--- config.mk ---
export PLATFORM = sky130hd
export DESIGN_NAME = program_sequencer_stack
export DESIGN_NICKNAME = d
export VERILOG_FILES = /design/src/seq_pkg.sv /design/src/program_sequencer_stack.sv
export SDC_FILE = /design/constraint.sdc
export NUM_CORES = 1
export LEC_CHECK = 0
export ABC_AREA = 1
export ABC_CLOCK_PERIOD_IN_PS = 16500
export BUFFER_PORTS_ARGS = -buffer_cell sky130_fd_sc_hd__buf_2
export CAP_MARGIN = 10
export CORE_ASPECT_RATIO = 0.75
export CORE_MARGIN = 2
export CORE_UTILIZATION = 55
export CTS_CLUSTER_DIAMETER = 200
export DETAILED_ROUTE_END_ITERATION = 8
export GPL_TIMING_DRIVEN = 0
export HOLD_SLACK_MARGIN = 0.1
export PLACE_DENSITY = 0.77
export SYNTH_ARGS = -nofsm -noshare
export SYNTH_HDL_FRONTEND = slang
export SYNTH_SLANG_ARGS = --single-unit
export TNS_END_PERCENT = 50
--- constraint.sdc ---
create_clock -name clk_sys -period 16.5 [get_ports clk_sys]
set_input_delay 3.3 -clock clk_sys [delete_from_list [all_inputs] [get_ports clk_sys]]
set_output_delay 3.3 -clock clk_sys [all_outputs]
set_load 0.05 [all_outputs]
--- src/seq_pkg.sv ---
/*
 constants, types and carriers for the program sequencer.
 assumes one 25 mhz system clock and an axi4-lite master.
*/
// ----------------------------------------------------------------
// Overview of operation
// - four phases make one instruction cycle
// - pc steps at phase one, fetch then
// - fetch overlaps execute, extended takes two
// - branches cost one extra cycle
// - pc steps by one unless transferred
// - pc is bank, upper five, low byte
// - only pc low byte is addressable; the whole pc also reads at RA_PC, writes refused
// - jump, call, interrupt, reset load pc
// - taken skip discards fetched, dummy cycle
// - low byte write jumps within page
// - sixteen-entry stack, never readable or writable
// - call or interrupt acknowledge pushes pc
// - return pops stack into pc
// - reset leaves stack empty
// - full stack holds interrupt acknowledge back
// - call on full stack still executes
// - eight-bit alu through the accumulator
// - alu results update status flags
// ----------------------------------------------------------------
package seq_pkg;
    // program counter width, stack depth, reset vector and dummy word
    localparam int PC_W = 15;
    localparam int STK_N = 16;
    localparam logic [4:0] STK_FULL = 5'h10;
    localparam logic [14:0] RESET_VEC = 15'h0000;
    localparam logic [15:0] NOP_WORD = 16'h0000;
    // major opcodes, instruction bits 15:13
    localparam logic [2:0] OP_MISC = 3'h0;
    localparam logic [2:0] OP_ALU = 3'h1;
    localparam logic [2:0] OP_JMP = 3'h2;
    localparam logic [2:0] OP_CALL = 3'h3;
    localparam logic [2:0] OP_SKZ = 3'h4;
    localparam logic [2:0] OP_PCL = 3'h5;
    localparam logic [2:0] OP_BANK = 3'h6;
    // misc sub-codes, bits 12:8
    localparam logic [4:0] MS_RET = 5'h01;
    localparam logic [4:0] MS_INTERRUPT_RETURN_INSTR = 5'h02;
    localparam logic [4:0] MS_EXT = 5'h03;
    // alu functions, bits 11:8
    localparam logic [3:0] AF_MOV = 4'h0;
    localparam logic [3:0] AF_ADD = 4'h1;
    localparam logic [3:0] AF_ADC = 4'h2;
    localparam logic [3:0] AF_SUB = 4'h3;
    localparam logic [3:0] AF_SBC = 4'h4;
    localparam logic [3:0] AF_AND = 4'h5;
    localparam logic [3:0] AF_OR = 4'h6;
    localparam logic [3:0] AF_XOR = 4'h7;
    localparam logic [3:0] AF_CPL = 4'h8;
    localparam logic [3:0] AF_RR = 4'h9;
    localparam logic [3:0] AF_RL = 4'hA;
    localparam logic [3:0] AF_RRC = 4'hB;
    localparam logic [3:0] AF_RLC = 4'hC;
    localparam logic [3:0] AF_INC = 4'hD;
    localparam logic [3:0] AF_DEC = 4'hE;
    // register byte addresses
    localparam logic [7:0] RA_PCL = 8'h00;
    localparam logic [7:0] RA_BANK = 8'h04;
    localparam logic [7:0] RA_ACC = 8'h08;
    localparam logic [7:0] RA_STAT = 8'h0C;
    localparam logic [7:0] RA_PC = 8'h10;
    // status register bit positions
    localparam int SB_C = 0;
    localparam int SB_Z = 1;
    localparam int SB_FULL = 2;
    localparam int SB_PEND = 3;
    // axi responses
    localparam logic [1:0] RESP_OKAY = 2'h0;
    localparam logic [1:0] RESP_SLVERR = 2'h2;

    typedef enum logic [1:0] {
        PH_T1 = 2'b00,
        PH_T2 = 2'b01,
        PH_T3 = 2'b10,
        PH_T4 = 2'b11
    } phase_t;

    // master to slave
    typedef struct packed {
        logic awvalid;
        logic [7:0] awaddr;
        logic wvalid;
        logic [31:0] wdata;
        logic [3:0] wstrb;
        logic bready;
        logic arvalid;
        logic [7:0] araddr;
        logic rready;
    } axi_req_t;

    // slave to master
    typedef struct packed {
        logic awready;
        logic wready;
        logic bvalid;
        logic [1:0] bresp;
        logic arready;
        logic rvalid;
        logic [31:0] rdata;
        logic [1:0] rresp;
    } axi_rsp_t;
endpackage : seq_pkg

--- src/program_sequencer_stack.sv ---
/*
 program sequencer: phase divider, fetch/execute pipeline,
 banked program counter, circular return stack, 8-bit alu,
 axi4-lite register slave.
 assumes program memory returns the word for prog_addr within
 four clocks, and interrupt logic holds int_req until int_ack.
*/
// Decided for this implementation: the AXI4-Lite slave port and the placing of the registers.
`timescale 1ns/1ps
module program_sequencer_stack
    import seq_pkg::*;
(
    input wire logic clk_sys, // 25 mhz system clock
    input wire logic rst, // async reset, active high
    input wire axi_req_t axi_req, // axi4-lite master side
    output axi_rsp_t axi_rsp, // axi4-lite slave answers
    output logic [14:0] prog_addr, // program memory address
    output logic prog_rd, // fetch strobe in phase one
    input wire logic [15:0] prog_data, // fetched instruction word
    input wire logic int_req, // pending enabled interrupt
    input wire logic [14:0] int_vector, // service routine address
    output logic int_ack // acknowledge pulse
);
    // ------------------------------------------------------------
    // state
    // ------------------------------------------------------------
    typedef struct packed {
        phase_t phase; // current instruction phase
        logic [14:0] pc; // program counter
        logic [14:0] fa; // address being fetched
        logic [15:0] ir; // instruction in execution
        logic ext; // second half of extended op
        logic boot; // no fetch yet since reset
        logic [7:0] acc; // accumulator
        logic c; // carry flag
        logic z; // zero flag
        logic [1:0] bank; // program_bank_select
        logic [15:0][14:0] stk; // return addresses
        logic [3:0] sp; // next free level
        logic [4:0] cnt; // levels in use
        logic pcl_pend; // bus write to low byte waits
        logic [7:0] pcl_val; // written low byte
        logic prog_rd; // fetch strobe
        logic int_ack; // acknowledge pulse
        logic aw_have; // write address held
        logic w_have; // write data held
        logic [7:0] awaddr; // held write address
        logic [7:0] wdata; // held write data low byte
        logic wlane; // strobe for low byte lane
        axi_rsp_t rsp; // bus answer outputs
    } state_t;

    state_t q; // registered state
    state_t d; // next state

    logic commit; // end of phase four
    logic [2:0] op; // major opcode
    logic [4:0] sub; // misc sub-code
    logic jump_now; // non-sequential pc load
    logic discard; // fetched word is dropped
    logic hold; // extended op first half
    logic push_now; // stack push this commit
    logic pop_now; // stack pop this commit
    logic ack_now; // interrupt taken this commit
    logic [14:0] new_pc; // address of next fetch
    logic [14:0] push_val; // address pushed
    logic [3:0] sp_m1; // top entry index
    logic [14:0] pop_val; // top entry contents
    logic [8:0] alu_out; // carry and result
    logic [7:0] skz_val; // skip test value
    logic [31:0] rd_word; // read data mux
    logic rd_hit; // read address mapped
    logic wr_hit; // write address mapped

    // ------------------------------------------------------------
    // alu
    // ------------------------------------------------------------
    // returns {carry, result}; carry kept where not affected
    function automatic logic [8:0] alu(
        input logic [3:0] f,
        input logic [7:0] a,
        input logic [7:0] b,
        input logic ci
    );
        logic [8:0] r;
        r = {ci, a};
        unique case (f)
            AF_MOV: r = {ci, b};
            AF_ADD: r = {1'b0, a} + {1'b0, b};
            AF_ADC: r = {1'b0, a} + {1'b0, b} + {8'h00, ci};
            AF_SUB: r = {1'b0, a} + {1'b0, ~b} + 9'h001;
            AF_SBC: r = {1'b0, a} + {1'b0, ~b} + {8'h00, ci};
            AF_AND: r = {ci, a & b};
            AF_OR: r = {ci, a | b};
            AF_XOR: r = {ci, a ^ b};
            AF_CPL: r = {ci, ~a};
            AF_RR: r = {ci, a[0], a[7:1]};
            AF_RL: r = {ci, a[6:0], a[7]};
            AF_RRC: r = {a[0], ci, a[7:1]};
            AF_RLC: r = {a[7], a[6:0], ci};
            AF_INC: r = {ci, a + 8'h01};
            AF_DEC: r = {ci, a - 8'h01};
            default: r = {ci, a};
        endcase
        return r;
    endfunction : alu

    // ------------------------------------------------------------
    // decode helpers
    // ------------------------------------------------------------
    assign commit = (q.phase == PH_T4);
    assign op = q.ir[15:13];
    assign sub = q.ir[12:8];
    assign sp_m1 = q.sp - 4'h1;
    assign pop_val = q.stk[sp_m1];
    assign alu_out = alu(q.ir[11:8], q.acc, q.ir[7:0], q.c);
    assign skz_val = q.ir[8] ? (q.acc - 8'h01) : q.acc;

    // read mux; stack and its pointer have no address
    always_comb begin : read_mux
        rd_word = 32'h0000_0000;
        rd_hit = 1'b1;
        unique case (axi_req.araddr)
            RA_PCL: rd_word[7:0] = q.pc[7:0];
            RA_BANK: rd_word[1:0] = q.bank;
            RA_ACC: rd_word[7:0] = q.acc;
            RA_STAT: begin
                rd_word[SB_C] = q.c;
                rd_word[SB_Z] = q.z;
                rd_word[SB_FULL] = (q.cnt == STK_FULL);
                rd_word[SB_PEND] = q.pcl_pend;
            end
            RA_PC: rd_word[14:0] = q.pc;
            default: rd_hit = 1'b0;
        endcase
    end

    // writable addresses
    assign wr_hit = (q.awaddr == RA_PCL) || (q.awaddr == RA_BANK);

    // ------------------------------------------------------------
    // next state
    // ------------------------------------------------------------
    always_comb begin : next_state
        d = q;
        jump_now = 1'b0;
        discard = q.boot;
        hold = 1'b0;
        push_now = 1'b0;
        pop_now = 1'b0;
        ack_now = 1'b0;
        new_pc = q.pc;
        push_val = q.fa;
        d.prog_rd = 1'b0;
        d.int_ack = 1'b0;
        // four phases per instruction cycle
        unique case (q.phase)
            PH_T1: d.phase = PH_T2;
            PH_T2: d.phase = PH_T3;
            PH_T3: d.phase = PH_T4;
            PH_T4: d.phase = PH_T1;
        endcase
        // execute the instruction at the end of phase four
        if (commit) begin
            unique case (op)
                OP_MISC: begin
                    if (sub == MS_RET || sub == MS_INTERRUPT_RETURN_INSTR) begin
                        pop_now = 1'b1;
                        new_pc = pop_val;
                        jump_now = 1'b1;
                    end else if (sub == MS_EXT && !q.ext) begin
                        hold = 1'b1;
                    end
                end
                OP_ALU: begin
                    d.acc = alu_out[7:0];
                    d.c = alu_out[8];
                    d.z = (alu_out[7:0] == 8'h00);
                end
                OP_JMP: begin
                    new_pc = {q.bank, q.ir[12:0]};
                    jump_now = 1'b1;
                end
                OP_CALL: begin
                    new_pc = {q.bank, q.ir[12:0]};
                    jump_now = 1'b1;
                    push_now = 1'b1;
                end
                OP_SKZ: begin
                    if (q.ir[8]) begin
                        d.acc = skz_val;
                        d.z = (skz_val == 8'h00);
                    end
                    if (skz_val == 8'h00) begin
                        discard = 1'b1;
                    end
                end
                OP_PCL: begin
                    new_pc = {q.fa[14:8], q.acc};
                    jump_now = 1'b1;
                end
                OP_BANK: d.bank = q.ir[1:0];
                default: ;
            endcase
            // bus write to the low byte jumps inside the page
            if (q.pcl_pend && !jump_now && !hold) begin
                new_pc = {q.fa[14:8], q.pcl_val};
                jump_now = 1'b1;
                d.pcl_pend = 1'b0;
            end
            // interrupt waits while the stack is full
            if (int_req && !jump_now && !hold && !discard
                && q.cnt != STK_FULL) begin
                ack_now = 1'b1;
                push_now = 1'b1;
                new_pc = int_vector;
                jump_now = 1'b1;
                d.int_ack = 1'b1;
            end
            if (jump_now) begin
                discard = 1'b1;
            end
            // circular stack; full push drops the oldest
            if (push_now) begin
                d.stk[q.sp] = push_val;
                d.sp = q.sp + 4'h1;
                if (q.cnt != STK_FULL) begin
                    d.cnt = q.cnt + 5'h01;
                end
            end else if (pop_now) begin
                d.sp = sp_m1;
                if (q.cnt != 5'h00) begin
                    d.cnt = q.cnt - 5'h01;
                end
            end
            // overlapped fetch of the next word
            if (hold) begin
                d.ext = 1'b1;
            end else begin
                d.ext = 1'b0;
                d.boot = 1'b0;
                d.fa = new_pc;
                d.pc = new_pc + 15'h0001;
                d.prog_rd = 1'b1;
                d.ir = discard ? NOP_WORD : prog_data;
            end
        end

        // axi write address and data, either order
        if (axi_req.awvalid && q.rsp.awready) begin
            d.aw_have = 1'b1;
            d.awaddr = axi_req.awaddr;
        end
        if (axi_req.wvalid && q.rsp.wready) begin
            d.w_have = 1'b1;
            d.wdata = axi_req.wdata[7:0];
            d.wlane = axi_req.wstrb[0];
        end
        // response retires
        if (q.rsp.bvalid && axi_req.bready) begin
            d.rsp.bvalid = 1'b0;
        end
        // perform the write once both halves are held
        if (q.aw_have && q.w_have && !q.rsp.bvalid) begin
            d.aw_have = 1'b0;
            d.w_have = 1'b0;
            d.rsp.bvalid = 1'b1;
            d.rsp.bresp = wr_hit ? RESP_OKAY : RESP_SLVERR;
            if (q.wlane && q.awaddr == RA_PCL) begin
                d.pcl_pend = 1'b1;
                d.pcl_val = q.wdata;
            end
            if (q.wlane && q.awaddr == RA_BANK) begin
                d.bank = q.wdata[1:0];
            end
        end
        d.rsp.awready = !d.aw_have && !d.rsp.bvalid;
        d.rsp.wready = !d.w_have && !d.rsp.bvalid;

        // axi read
        if (q.rsp.rvalid && axi_req.rready) begin
            d.rsp.rvalid = 1'b0;
            d.rsp.arready = 1'b1;
        end
        if (axi_req.arvalid && q.rsp.arready) begin
            d.rsp.arready = 1'b0;
            d.rsp.rvalid = 1'b1;
            d.rsp.rdata = rd_word;
            d.rsp.rresp = rd_hit ? RESP_OKAY : RESP_SLVERR;
        end
    end

    // ------------------------------------------------------------
    // state register
    // ------------------------------------------------------------
    // reset enters phase four so the first edge fetches the vector
    always_ff @(posedge clk_sys or posedge rst) begin : state_reg
        if (rst) begin
            q <= '0;
            q.phase <= PH_T4;
            q.pc <= RESET_VEC;
            q.fa <= RESET_VEC;
            q.boot <= 1'b1;
            q.cnt <= 5'h00;
            q.sp <= 4'h0;
            q.rsp.awready <= 1'b1;
            q.rsp.wready <= 1'b1;
            q.rsp.arready <= 1'b1;
        end else begin
            q <= d;
        end
    end

    // outputs straight from the state register
    assign axi_rsp = q.rsp;
    assign prog_addr = q.fa;
    assign prog_rd = q.prog_rd;
    assign int_ack = q.int_ack;
endmodule : program_sequencer_stack

### Word level (Yosys, flattened, before mapping)

Cells that the tools add are included.

| storage, ports and cells | value |
|---|---|
| bits in registers | 365 |
| output and inout bits | 58 |
| bits of input ports | 91 |
| logic and storage cells | 233 |

| cells by class | value |
|---|---|
| reduce and logical (&&, ||, !) cells | 54 |
| multiplexer cells | 69 |
| equal/unequal tests | 35 |
| magnitude comparators | 3 |
| add/sub/neg operators | 12 |
| bitwise logic cells | 15 |

Operators with widths:

| operator | number |
|---|---|
| $mux W252 | 1 |
| $bwmux W240 | 1 |
| $mux W240 | 1 |
| $pmux W9 S15 | 1 |
| $mux W15 | 6 |
| $bmux W15 S4 | 1 |
| $demux W15 S4 | 1 |
| $pmux W15 S3 | 1 |
| $mux W36 | 1 |
| $mux W9 | 4 |
| $logic_not A8 Y1 | 4 |
| $mux W1 | 29 |
| $eq A4 B4 Y1 const B | 7 |
| $logic_and A1 B1 Y1 | 19 |
| $add A8 B8 Y9 | 2 |
| $add A9 B1 Y9 | 2 |
| $eq A4 B3 Y1 const B | 4 |
| $eq A8 B3 Y1 const B | 2 |
| $eq A8 B4 Y1 const B | 2 |
| $mux W16 | 1 |
| $mux W2 | 8 |
| $mux W8 | 2 |
| $not A8 Y8 | 2 |
| $pmux W2 S4 | 2 |
| other kinds (49) | 84 |

### Depth between registers and ports, before layout

Gate-level depths: netlist (run 1).

| depth | value |
|---|---|
| depth in word-level cells | 21 |
| gate-level depth with buffers | 27 |
| mapped depth without buffers | 25 |

### Worst setup path after synthesis (run 1)

OpenSTA, ideal clock, no wires.

| path | value |
|---|---|
| kind | input -> register |
| start | input int_req |
| end | register q[379] in the netlist's numbering |
| arrival time | 4.692 ns |
| stages | 15 |
| slack | 11.691 ns |
| required time | 16.383 ns |
| buffers on the path | 1 |
| cell sequence | nand2_1 > inv_1 > clkbuf_1 > nand4_1 > nand2_1 > inv_1 > ha_1 > nand2_2 > nor2_2 > nand2_2 > nor2_4 > nand2_1 > nand2_1 > nand2_1 > nand2_1 |

| on the way | value |
|---|---|
| longest elaborated chain between the ends | 7 |

RTL lines:

| item | line | text |
|---|---|---|
| from (decl) | program_sequencer_stack.sv:20 | `input wire logic int_req,` |
| $logic_and A1 B1 Y1 (3 in a row) | program_sequencer_stack.sv:212 | `if (int_req && !jump_now && !hold && !discard` |
| $logic_and A1 B1 Y1 | program_sequencer_stack.sv:213 | `&& q.cnt != STK_FULL) begin` |
| $mux W15 | program_sequencer_stack.sv:212 |  |
| $mux W15 | program_sequencer_stack.sv:164 | `if (commit) begin` |
| $add A15 B1 Y15 | program_sequencer_stack.sv:243 | `d.pc = new_pc + 15'h0001;` |
| to (decl) | program_sequencer_stack.sv:53 | `state_t q;` |

Every way passes these cells. The select of a mux whose other input is x is not followed.
A chain may end at the register's enable or synchronous reset.

### Final worst setup path (run 1)

| path | value |
|---|---|
| start | register q[76] in the netlist's numbering |
| end | register q[379] in the netlist's numbering |

| on the way | value |
|---|---|
| longest elaborated chain between the ends | 9 |

RTL lines:

| item | line | text |
|---|---|---|
| $sub A4 B1 Y4 | program_sequencer_stack.sv:114 | `assign sp_m1 = q.sp - 4'h1;` |
| $bmux W15 S4 | program_sequencer_stack.sv:115 | `assign pop_val = q.stk[sp_m1];` |
| $mux W15 (implied by the code) | program_sequencer_stack.sv:115 |  |
| $mux W15 | program_sequencer_stack.sv:167 | `if (sub == MS_RET \|\| sub == MS_INTERRUPT_RETURN_INSTR) begin` |
| $pmux W15 S3 | program_sequencer_stack.sv:165 | `unique case (op)` |
| $mux W15 | program_sequencer_stack.sv:206 | `if (q.pcl_pend && !jump_now && !hold) begin` |
| $mux W15 | program_sequencer_stack.sv:212 |  |
| $mux W15 | program_sequencer_stack.sv:164 |  |
| $add A15 B1 Y15 | program_sequencer_stack.sv:243 |  |

Every way passes these cells. The select of a mux whose other input is x is not followed.

==> results of run 1 <==
[power by group]
part | leakage (µW) | switching (µW) | internal [µW]
combinational | 0.00569 | 1980 | 791
sequential | 0.00477 | 249 | 1220
clock | 0.000642 | 379 | 537
[cells in the final DEF (no fill, tap or decap), drive strengths merged, types with 19 or more instances in the layout]
master / count
nand2: 873
o21ai: 374
dfrtp: 357
nand3: 322
buf: 242
inv: 178
nor2: 162
clkbuf: 126
a21oi: 60
ha: 41
nand4: 34
conb: 19
[cells in the mapped netlist (all sizes together), types with 15 or more instances]
cell type / number
nand4: 34
inv: 176
nor2: 162
nand2: 873
buf: 138
dfrtp: 357
o21ai: 374
nor3: 15
clkbuf: 72
ha: 41
a21oi: 60
nand3: 322
[worst paths after layout]
kind,to,slack [ns],cells after the start
max,q[379]$_DFFE_PP0P_,11.02,25
min,q[332]$_DFFE_PP1P_,0.48,2
max reg2reg,q[379]$_DFFE_PP0P_,11.02,25
min reg2reg,q[332]$_DFFE_PP1P_,0.48,2
max in group asynchronous,asynchronous set/reset pin,11.91,4
min in group asynchronous,asynchronous set/reset pin,2.87,2
[area by class of cell]
class / instances / area (µm²) / area share
multi-input combinational: 2001 / 9530 / 0.416
inverter: 182 / 696 / 0.0303
buffer: 210 / 1120 / 0.0489
tap: 496 / 621 / 0.0271
sequential: 363 / 9090 / 0.397
clock inverter: 13 / 175 / 0.00764
clock buffer: 54 / 1120 / 0.0490
timing repair buffer: 104 / 566 / 0.0247
[tightest hold or removal path: stages, from the launching register on]
cell and delay, ns:
dfstp_2 0.38, inv_1 0.05, nor2_1 0.04
[per-layer routing]
| layer | track usage | vias up | routed length, µm |
|---|---|---|---|
| met3 | 0.155 | 145 | 12400 |
| met5 | 0.0219 | - | 123 |
| met4 | 0.0921 | 4 | 1560 |
| met1 | 0.594 | 9761 | 31900 |
| met2 | 0.500 | 1407 | 28500 |
| li1 | - | 9242 | - |
[kinds of logic (layout without fill, tap and decap cells)]
group / Yosys count / count (layout) / synth area share
AO/OA/AOI/OAI: 495 / 495 / 0.129
XOR/XNOR: 17 / 17 / 0.00731
adder cells (fa/ha/maj): 44 / 44 / 0.0281
buffers and inverters: 392 / 563 / 0.0889
flip-flops: 363 / 363 / 0.447
multiplexers: 2 / 2 / 0.000983
other: 1 / 19 / 0.000184
AND/OR/NAND/NOR: 1424 / 1424 / 0.298
[per-stage QoR]
stage               TNS [ns]  utilization  hold slack, ns
floorplan                  0            -           0.440
global placement     -208.03        0.596           0.457
detailed placement         0        0.598           0.457
CTS                        0        0.634           0.478
global route               0        0.634           0.504
finish                     0        0.634           0.478
==> results.ini, run 1 <==
[run_status]
status=finished clean

[synthesis]
yosysTopAreaCellShare=0.439
async_flop_share=1.00
ys_types=54
synth.largest_area_cell=dfrtp_1
avgSynthCellArea_um2=7.44
syn_inst=2738
syn_area_um2=20400
synth-warning-count=0
synth_seq_area_share=0.447
synth_enable_flop_cells=0
ys_top_cells_by_area=dfrtp_1, nand2_1, nand3_1
ys_ff_latch=363
yosys_most_used_dff=dfrtp_1

[cts]
clockBufferDepth=3
numCtsBuffers=38
clk-insertion-delay-late_ns=0.56
cts_tree=yes
cts_root_buf=clkbuf_16
cts_hold_buf=0
cts_resized=0
clk_pin_slew_worst_paths_ns=0.06
clock-sinks=363
htreeDepth=2
post_cts_buffers=0

[critical_path]
cp_top_family=buffers and inverters
cp_slowest_cell=buf_1
crit_fanout=11
cp-startpoint=q[76]$_DFFE_PP0P_
cpPeakStageDelay_ns=0.57
crit_required_ns=16.93
reg2reg_from=q[76]$_DFFE_PP0P_
critical_path_class=flip-flop to flip-flop
cp-end-kind=flip-flop
arrival_ns=5.90
critPathBufInv=10
startpoint_type=flip-flop
crit_path_frequent_cell=nand2_1

[timing]
grt_setup_unrepaired=false
final_hold_viol_count=0
relSlewSlack=0.181
worstMarginPinSlew_ns=1.22
setup_viol=0
min_period_over_period=0.332
clock.fmax_mhz=183
fin_crit_ns=5.48
maxSlewViolCount=0
clock_skew_ns=0.0242
worst_slack_ns=11.02

[power]
ir_drop_mv=0.161
leakage_uw=0.0111
p_per_area_nw_per_um2=225
fin_total_pwr_uw=5160

[global_routing]
antenna_found_initial=1
grt_pass1_vias=18738
grt_max_degree=132
grtUsageTotal=0.388
grt_first_pass_wirelength_um=112000
gr-total-overflow=0

[min_path]
hp-start=q[332]$_DFFE_PP1P_
hp-class=flip-flop to flip-flop

[die]
num_io_pins=149
row_count=60
coreArea_um2=36200
initial_core_util=0.563
die-area_um2=38600
die_h_um=171
die_width_um=226

[route]
vias=20559
dr.pass1.iters=6
routed_wl_um=74400
drt-wirelength-per-cell_um=21.7
viasPerCell=6.01
drc_errors=0
first_iter_violations=3231
ant_nets=0

[place]
routabilityCongestion=1.03
hpwl_um=55700
place_area_um2=21600
dp_slack_ns=11.12
placedCellCount=3356
port_buffers=102

[finish]
drive_above_1_share=0.125
diodes=0
num-fill-cells=3349
fin_area_um2=22900
fin_cells=3423
finalNetCount=3035
syn_to_final_growth_pct=12.6

[run]
max-cap-violations=0

No activity file was read; power rests on OpenSTA's default activity.
==> inputs of run 2 (changes only) <==
--- a/config.mk
+++ b/config.mk
@@ -5,8 +5,8 @@
 export SDC_FILE = /design/constraint.sdc
 export NUM_CORES = 1
 export LEC_CHECK = 0
-export ABC_AREA = 1
-export ABC_CLOCK_PERIOD_IN_PS = 16500
+export ABC_AREA = 0
+export ABC_CLOCK_PERIOD_IN_PS = 4950
 export BUFFER_PORTS_ARGS = -buffer_cell sky130_fd_sc_hd__buf_2
 export CAP_MARGIN = 10
 export CORE_ASPECT_RATIO = 0.75
@@ -16,7 +16,7 @@
 export DETAILED_ROUTE_END_ITERATION = 8
 export GPL_TIMING_DRIVEN = 0
 export HOLD_SLACK_MARGIN = 0.1
-export PLACE_DENSITY = 0.77
+export PLACE_DENSITY = 0.8
 export SYNTH_ARGS = -nofsm -noshare
 export SYNTH_HDL_FRONTEND = slang
 export SYNTH_SLANG_ARGS = --single-unit
==> constraint.sdc (replaced) <==
create_clock -name clk_sys -period 4.95 [get_ports clk_sys]
set_input_delay 0.99 -clock clk_sys [delete_from_list [all_inputs] [get_ports clk_sys]]
set_output_delay 0.99 -clock clk_sys [all_outputs]
set_load 0.05 [all_outputs]
==> run 2 against run 1 <==
Die area increased by 4.7%. Maximum frequency rose by 13%. Clock-buffer cell count is 2 higher. Synthesized cell count shrank 31%.
==> results.ini, run 2 <==
[timing]
setup_viol=0  ; unchanged
fin_crit_ns=4.85  ; was 5.48 ns
min_period_over_period=0.980  ; was 0.332
clock_skew_ns=0.0305  ; was 0.0242 ns
maxSlewViolCount=0  ; unchanged
clock.fmax_mhz=206  ; was 183 MHz
final_hold_viol_count=0  ; unchanged
finalSetupTns_ns=0  ; unchanged
worstMarginPinSlew_ns=1.12  ; was 1.22 ns
grt_setup_unrepaired=true  ; was false
relSlewSlack=0.250  ; was 0.181

[power]
fin_total_pwr_uw=15600  ; was 5160 µW
ir_drop_mv=0.540  ; was 0.161 mV
p_per_area_nw_per_um2=643  ; was 225 nW/µm²
leakage_uw=0.0114  ; was 0.0111 µW

[critical_path]
crit_fanout=11  ; unchanged
r2r_cells=17  ; was 25
critical_path_class=flip-flop to flip-flop  ; unchanged
r2r_slack_ns=0.1  ; was 11.02 ns
cp-startpoint=q[76]$_DFFE_PP0P_  ; unchanged
rr_endpoint=q[379]$_DFFE_PP0P_  ; unchanged
startpoint_type=flip-flop  ; unchanged
cp-end-kind=flip-flop  ; unchanged
arrival_ns=5.27  ; was 5.90 ns
crit_required_ns=5.37  ; was 16.93 ns
reg2reg_from=q[76]$_DFFE_PP0P_  ; unchanged

[synthesis]
yosys_most_used_dff=dfrtp_1  ; unchanged
syn_inst=1878  ; was 2738
avgSynthCellArea_um2=11.4  ; was 7.44 µm²
synth_enable_flop_cells=0  ; unchanged
ys_types=99  ; was 54
syn_area_um2=21300  ; was 20400 µm²
synth.most_common_cell=dfrtp_1  ; was nand2_1
synth_seq_area_share=0.426  ; was 0.447
synth.largest_area_cell=dfrtp_1  ; unchanged
yosysTopAreaCellShare=0.419  ; was 0.439
synth-warning-count=0  ; unchanged
ys_ff_latch=363  ; unchanged
ys_top_cells_by_area=dfrtp_1, mux2_2, mux2_4  ; was dfrtp_1, nand2_1, nand3_1
async_flop_share=1.00  ; unchanged
synth_commonest_cells=dfrtp_1, mux2_2, nand2_1  ; was nand2_1, dfrtp_1, nand3_1

[global_routing]
grt_first_pass_wirelength_um=105000  ; was 112000 µm
grtUsageMet2=0.485  ; was 0.500
use_met3=0.0942  ; was 0.155
grt_util_met1=0.530  ; was 0.594
grtUsageTotal=0.347  ; was 0.388
grt_pass1_vias=16798  ; was 18738
busiest_layer=met1  ; unchanged
grt_max_degree=45  ; was 132
antenna_found_initial=1  ; unchanged
gr-total-overflow=0  ; unchanged

[die]
die-area_um2=40400  ; was 38600 µm²
row_count=62  ; was 60
die_h_um=175  ; was 171 µm
die_width_um=231  ; was 226 µm
coreArea_um2=38200  ; was 36200 µm²
num_io_pins=149  ; unchanged
initial_core_util=0.558  ; was 0.563

[finish]
fin_cells=2600  ; was 3423
layout_commonest_cell=dfrtp_1  ; was nand2_1
diodes=0  ; unchanged
syn_to_final_growth_pct=13.8  ; was 12.6%
final_cell_mix=dfrtp_1, mux2_2, nand2_1  ; was nand2_1, dfrtp_1, nand3_1
finalNetCount=2194  ; was 3035
drive_above_1_share=0.326  ; was 0.125

[cts]
cts_tree=yes  ; unchanged
cts_root_buf=clkbuf_16  ; unchanged
clock-sinks=363  ; unchanged
clk-insertion-delay-late_ns=0.56  ; about the same
clockBufferDepth=3  ; unchanged
htreeDepth=2  ; unchanged
clk_pin_slew_worst_paths_ns=0.06  ; about the same
cts_hold_buf=0  ; unchanged
numCtsBuffers=38  ; unchanged

[route]
vias=16903  ; was 20559
viasPerCell=6.50  ; was 6.01
first_iter_violations=2142  ; was 3231
drc_errors=0  ; unchanged
dr.pass1.iters=6  ; unchanged
drt-wirelength-per-cell_um=26.6  ; was 21.7 µm
ant_nets=0  ; unchanged
routed_wl_um=69200  ; was 74400 µm

[min_path]
min_to=axi_rsp[40]$_DFF_PP1_  ; was q[332]$_DFFE_PP1P_
hp-start=q[59]$_DFF_PP0_  ; was q[332]$_DFFE_PP1P_
hold-path-cell-count=1  ; was 2
hp-class=flip-flop to flip-flop  ; unchanged

[place]
port_buffers=101  ; was 102
routabilityCongestion=1.00  ; was 1.03
placedCellCount=2518  ; was 3356
hpwl_um=51000  ; was 55700 µm

[run_status]
status=finished clean  ; unchanged

[run]
max-cap-violations=0  ; unchanged

[run 2: cell count changes after synthesis, moves of 32 or more]
cell     previous run  this run
nand2_1           857       158
nand3_1           318        35
mux2_2              0       183
o21ai_1           155         3
o21ai_0           216       102
inv_1             159        47
mux2_4              0        90
nor2_1            147        85
buf_2              68        15
mux4_2              0        53
mux2i_1             2        53
xnor2_1             3        35
[run 2: worst max-delay path: stages (launching register included)]
cell      delay (ns)
dfrtp_1         0.41
buf_6           0.22
buf_8           0.20
clkinv_4        0.15
clkbuf_8        0.23
ha_1            0.22
buf_6           0.17
xor2_4          0.30
buf_4           0.18
clkbuf_1        0.68
mux4_2          0.69
nand2_1         0.10
o21ai_0         0.08
o22ai_1         0.54
nor3b_2         0.14
nand4b_1        0.17
xnor2_2         0.13
o21ai_1         0.07
[run 2: worst max path at each step]
stage / to / slack (ns) / cells after the start
global route: q[379]$_DFFE_PP0P_ / -0.01 / 21
global placement: q[51]$_DFFE_PP0P_ / -2.89 / 2
detailed placement: q[379]$_DFFE_PP0P_ / -2.08 / 22
finish: q[379]$_DFFE_PP0P_ / 0.1 / 17
floorplan: asynchronous set/reset pin / -0.90 / 1
CTS: q[379]$_DFFE_PP0P_ / 0.002 / 22
[run 2: power breakdown]
| group | internal, µW | switching (µW) |
|---|---|---|
| logic | 3260 | 4660 |
| clock network | 1660 | 1260 |
| registers | 3900 | 864 |
| total | 8820 | 6790 |
[run 2: kinds of logic after synthesis]
group / count (synthesis) / share of synthesized area
adder cells (fa/ha/maj): 44 / 0.0269
flip-flops: 363 / 0.426
AND/OR/NAND/NOR: 453 / 0.112
AO/OA/AOI/OAI: 344 / 0.108
multiplexers: 379 / 0.241
XOR/XNOR: 52 / 0.0217
buffers and inverters: 242 / 0.0641
other: 1 / 0.000176
[run 2: through the flow]
stage,hold WS [ns],utilization,setup slack [ns],area (µm²)
2_1_floorplan,0.392,-,-0.903,21400
3_3_place_gp,0.415,0.590,-2.89,22500
3_5_place_dp,0.417,0.594,-2.08,22700
4_1_cts,0.428,0.631,0.00217,24100
5_1_grt,0.457,0.635,-0.0135,24300
6_report,0.423,0.635,0.0977,24300
[run 2: cell type report]
class                      count  area (µm²)
tap                          512         641
clock inverter                13         146
fill                        2908       14000
timing repair buffer         124         801
inverter                      52         211
buffer                       189        1250
sequential                   363        9100
clock buffer                  56        1100
multi-input combinational   1291       11000
[run 2: what timing repair did]
action / CTS / global route
pin swaps: 3 / 3
gates resized for setup: 29 / 31
setup buffers: 4 / 9
setup endpoints to repair: 195 / 16
[run 2: layer usage]
layer | part of all wire | vias to the layer above
met2 | 0.42 | 987
li1 | - | 7151
met5 | 0.00068 | -
met3 | 0.11 | 130
met4 | 0.025 | 4
met1 | 0.44 | 8631
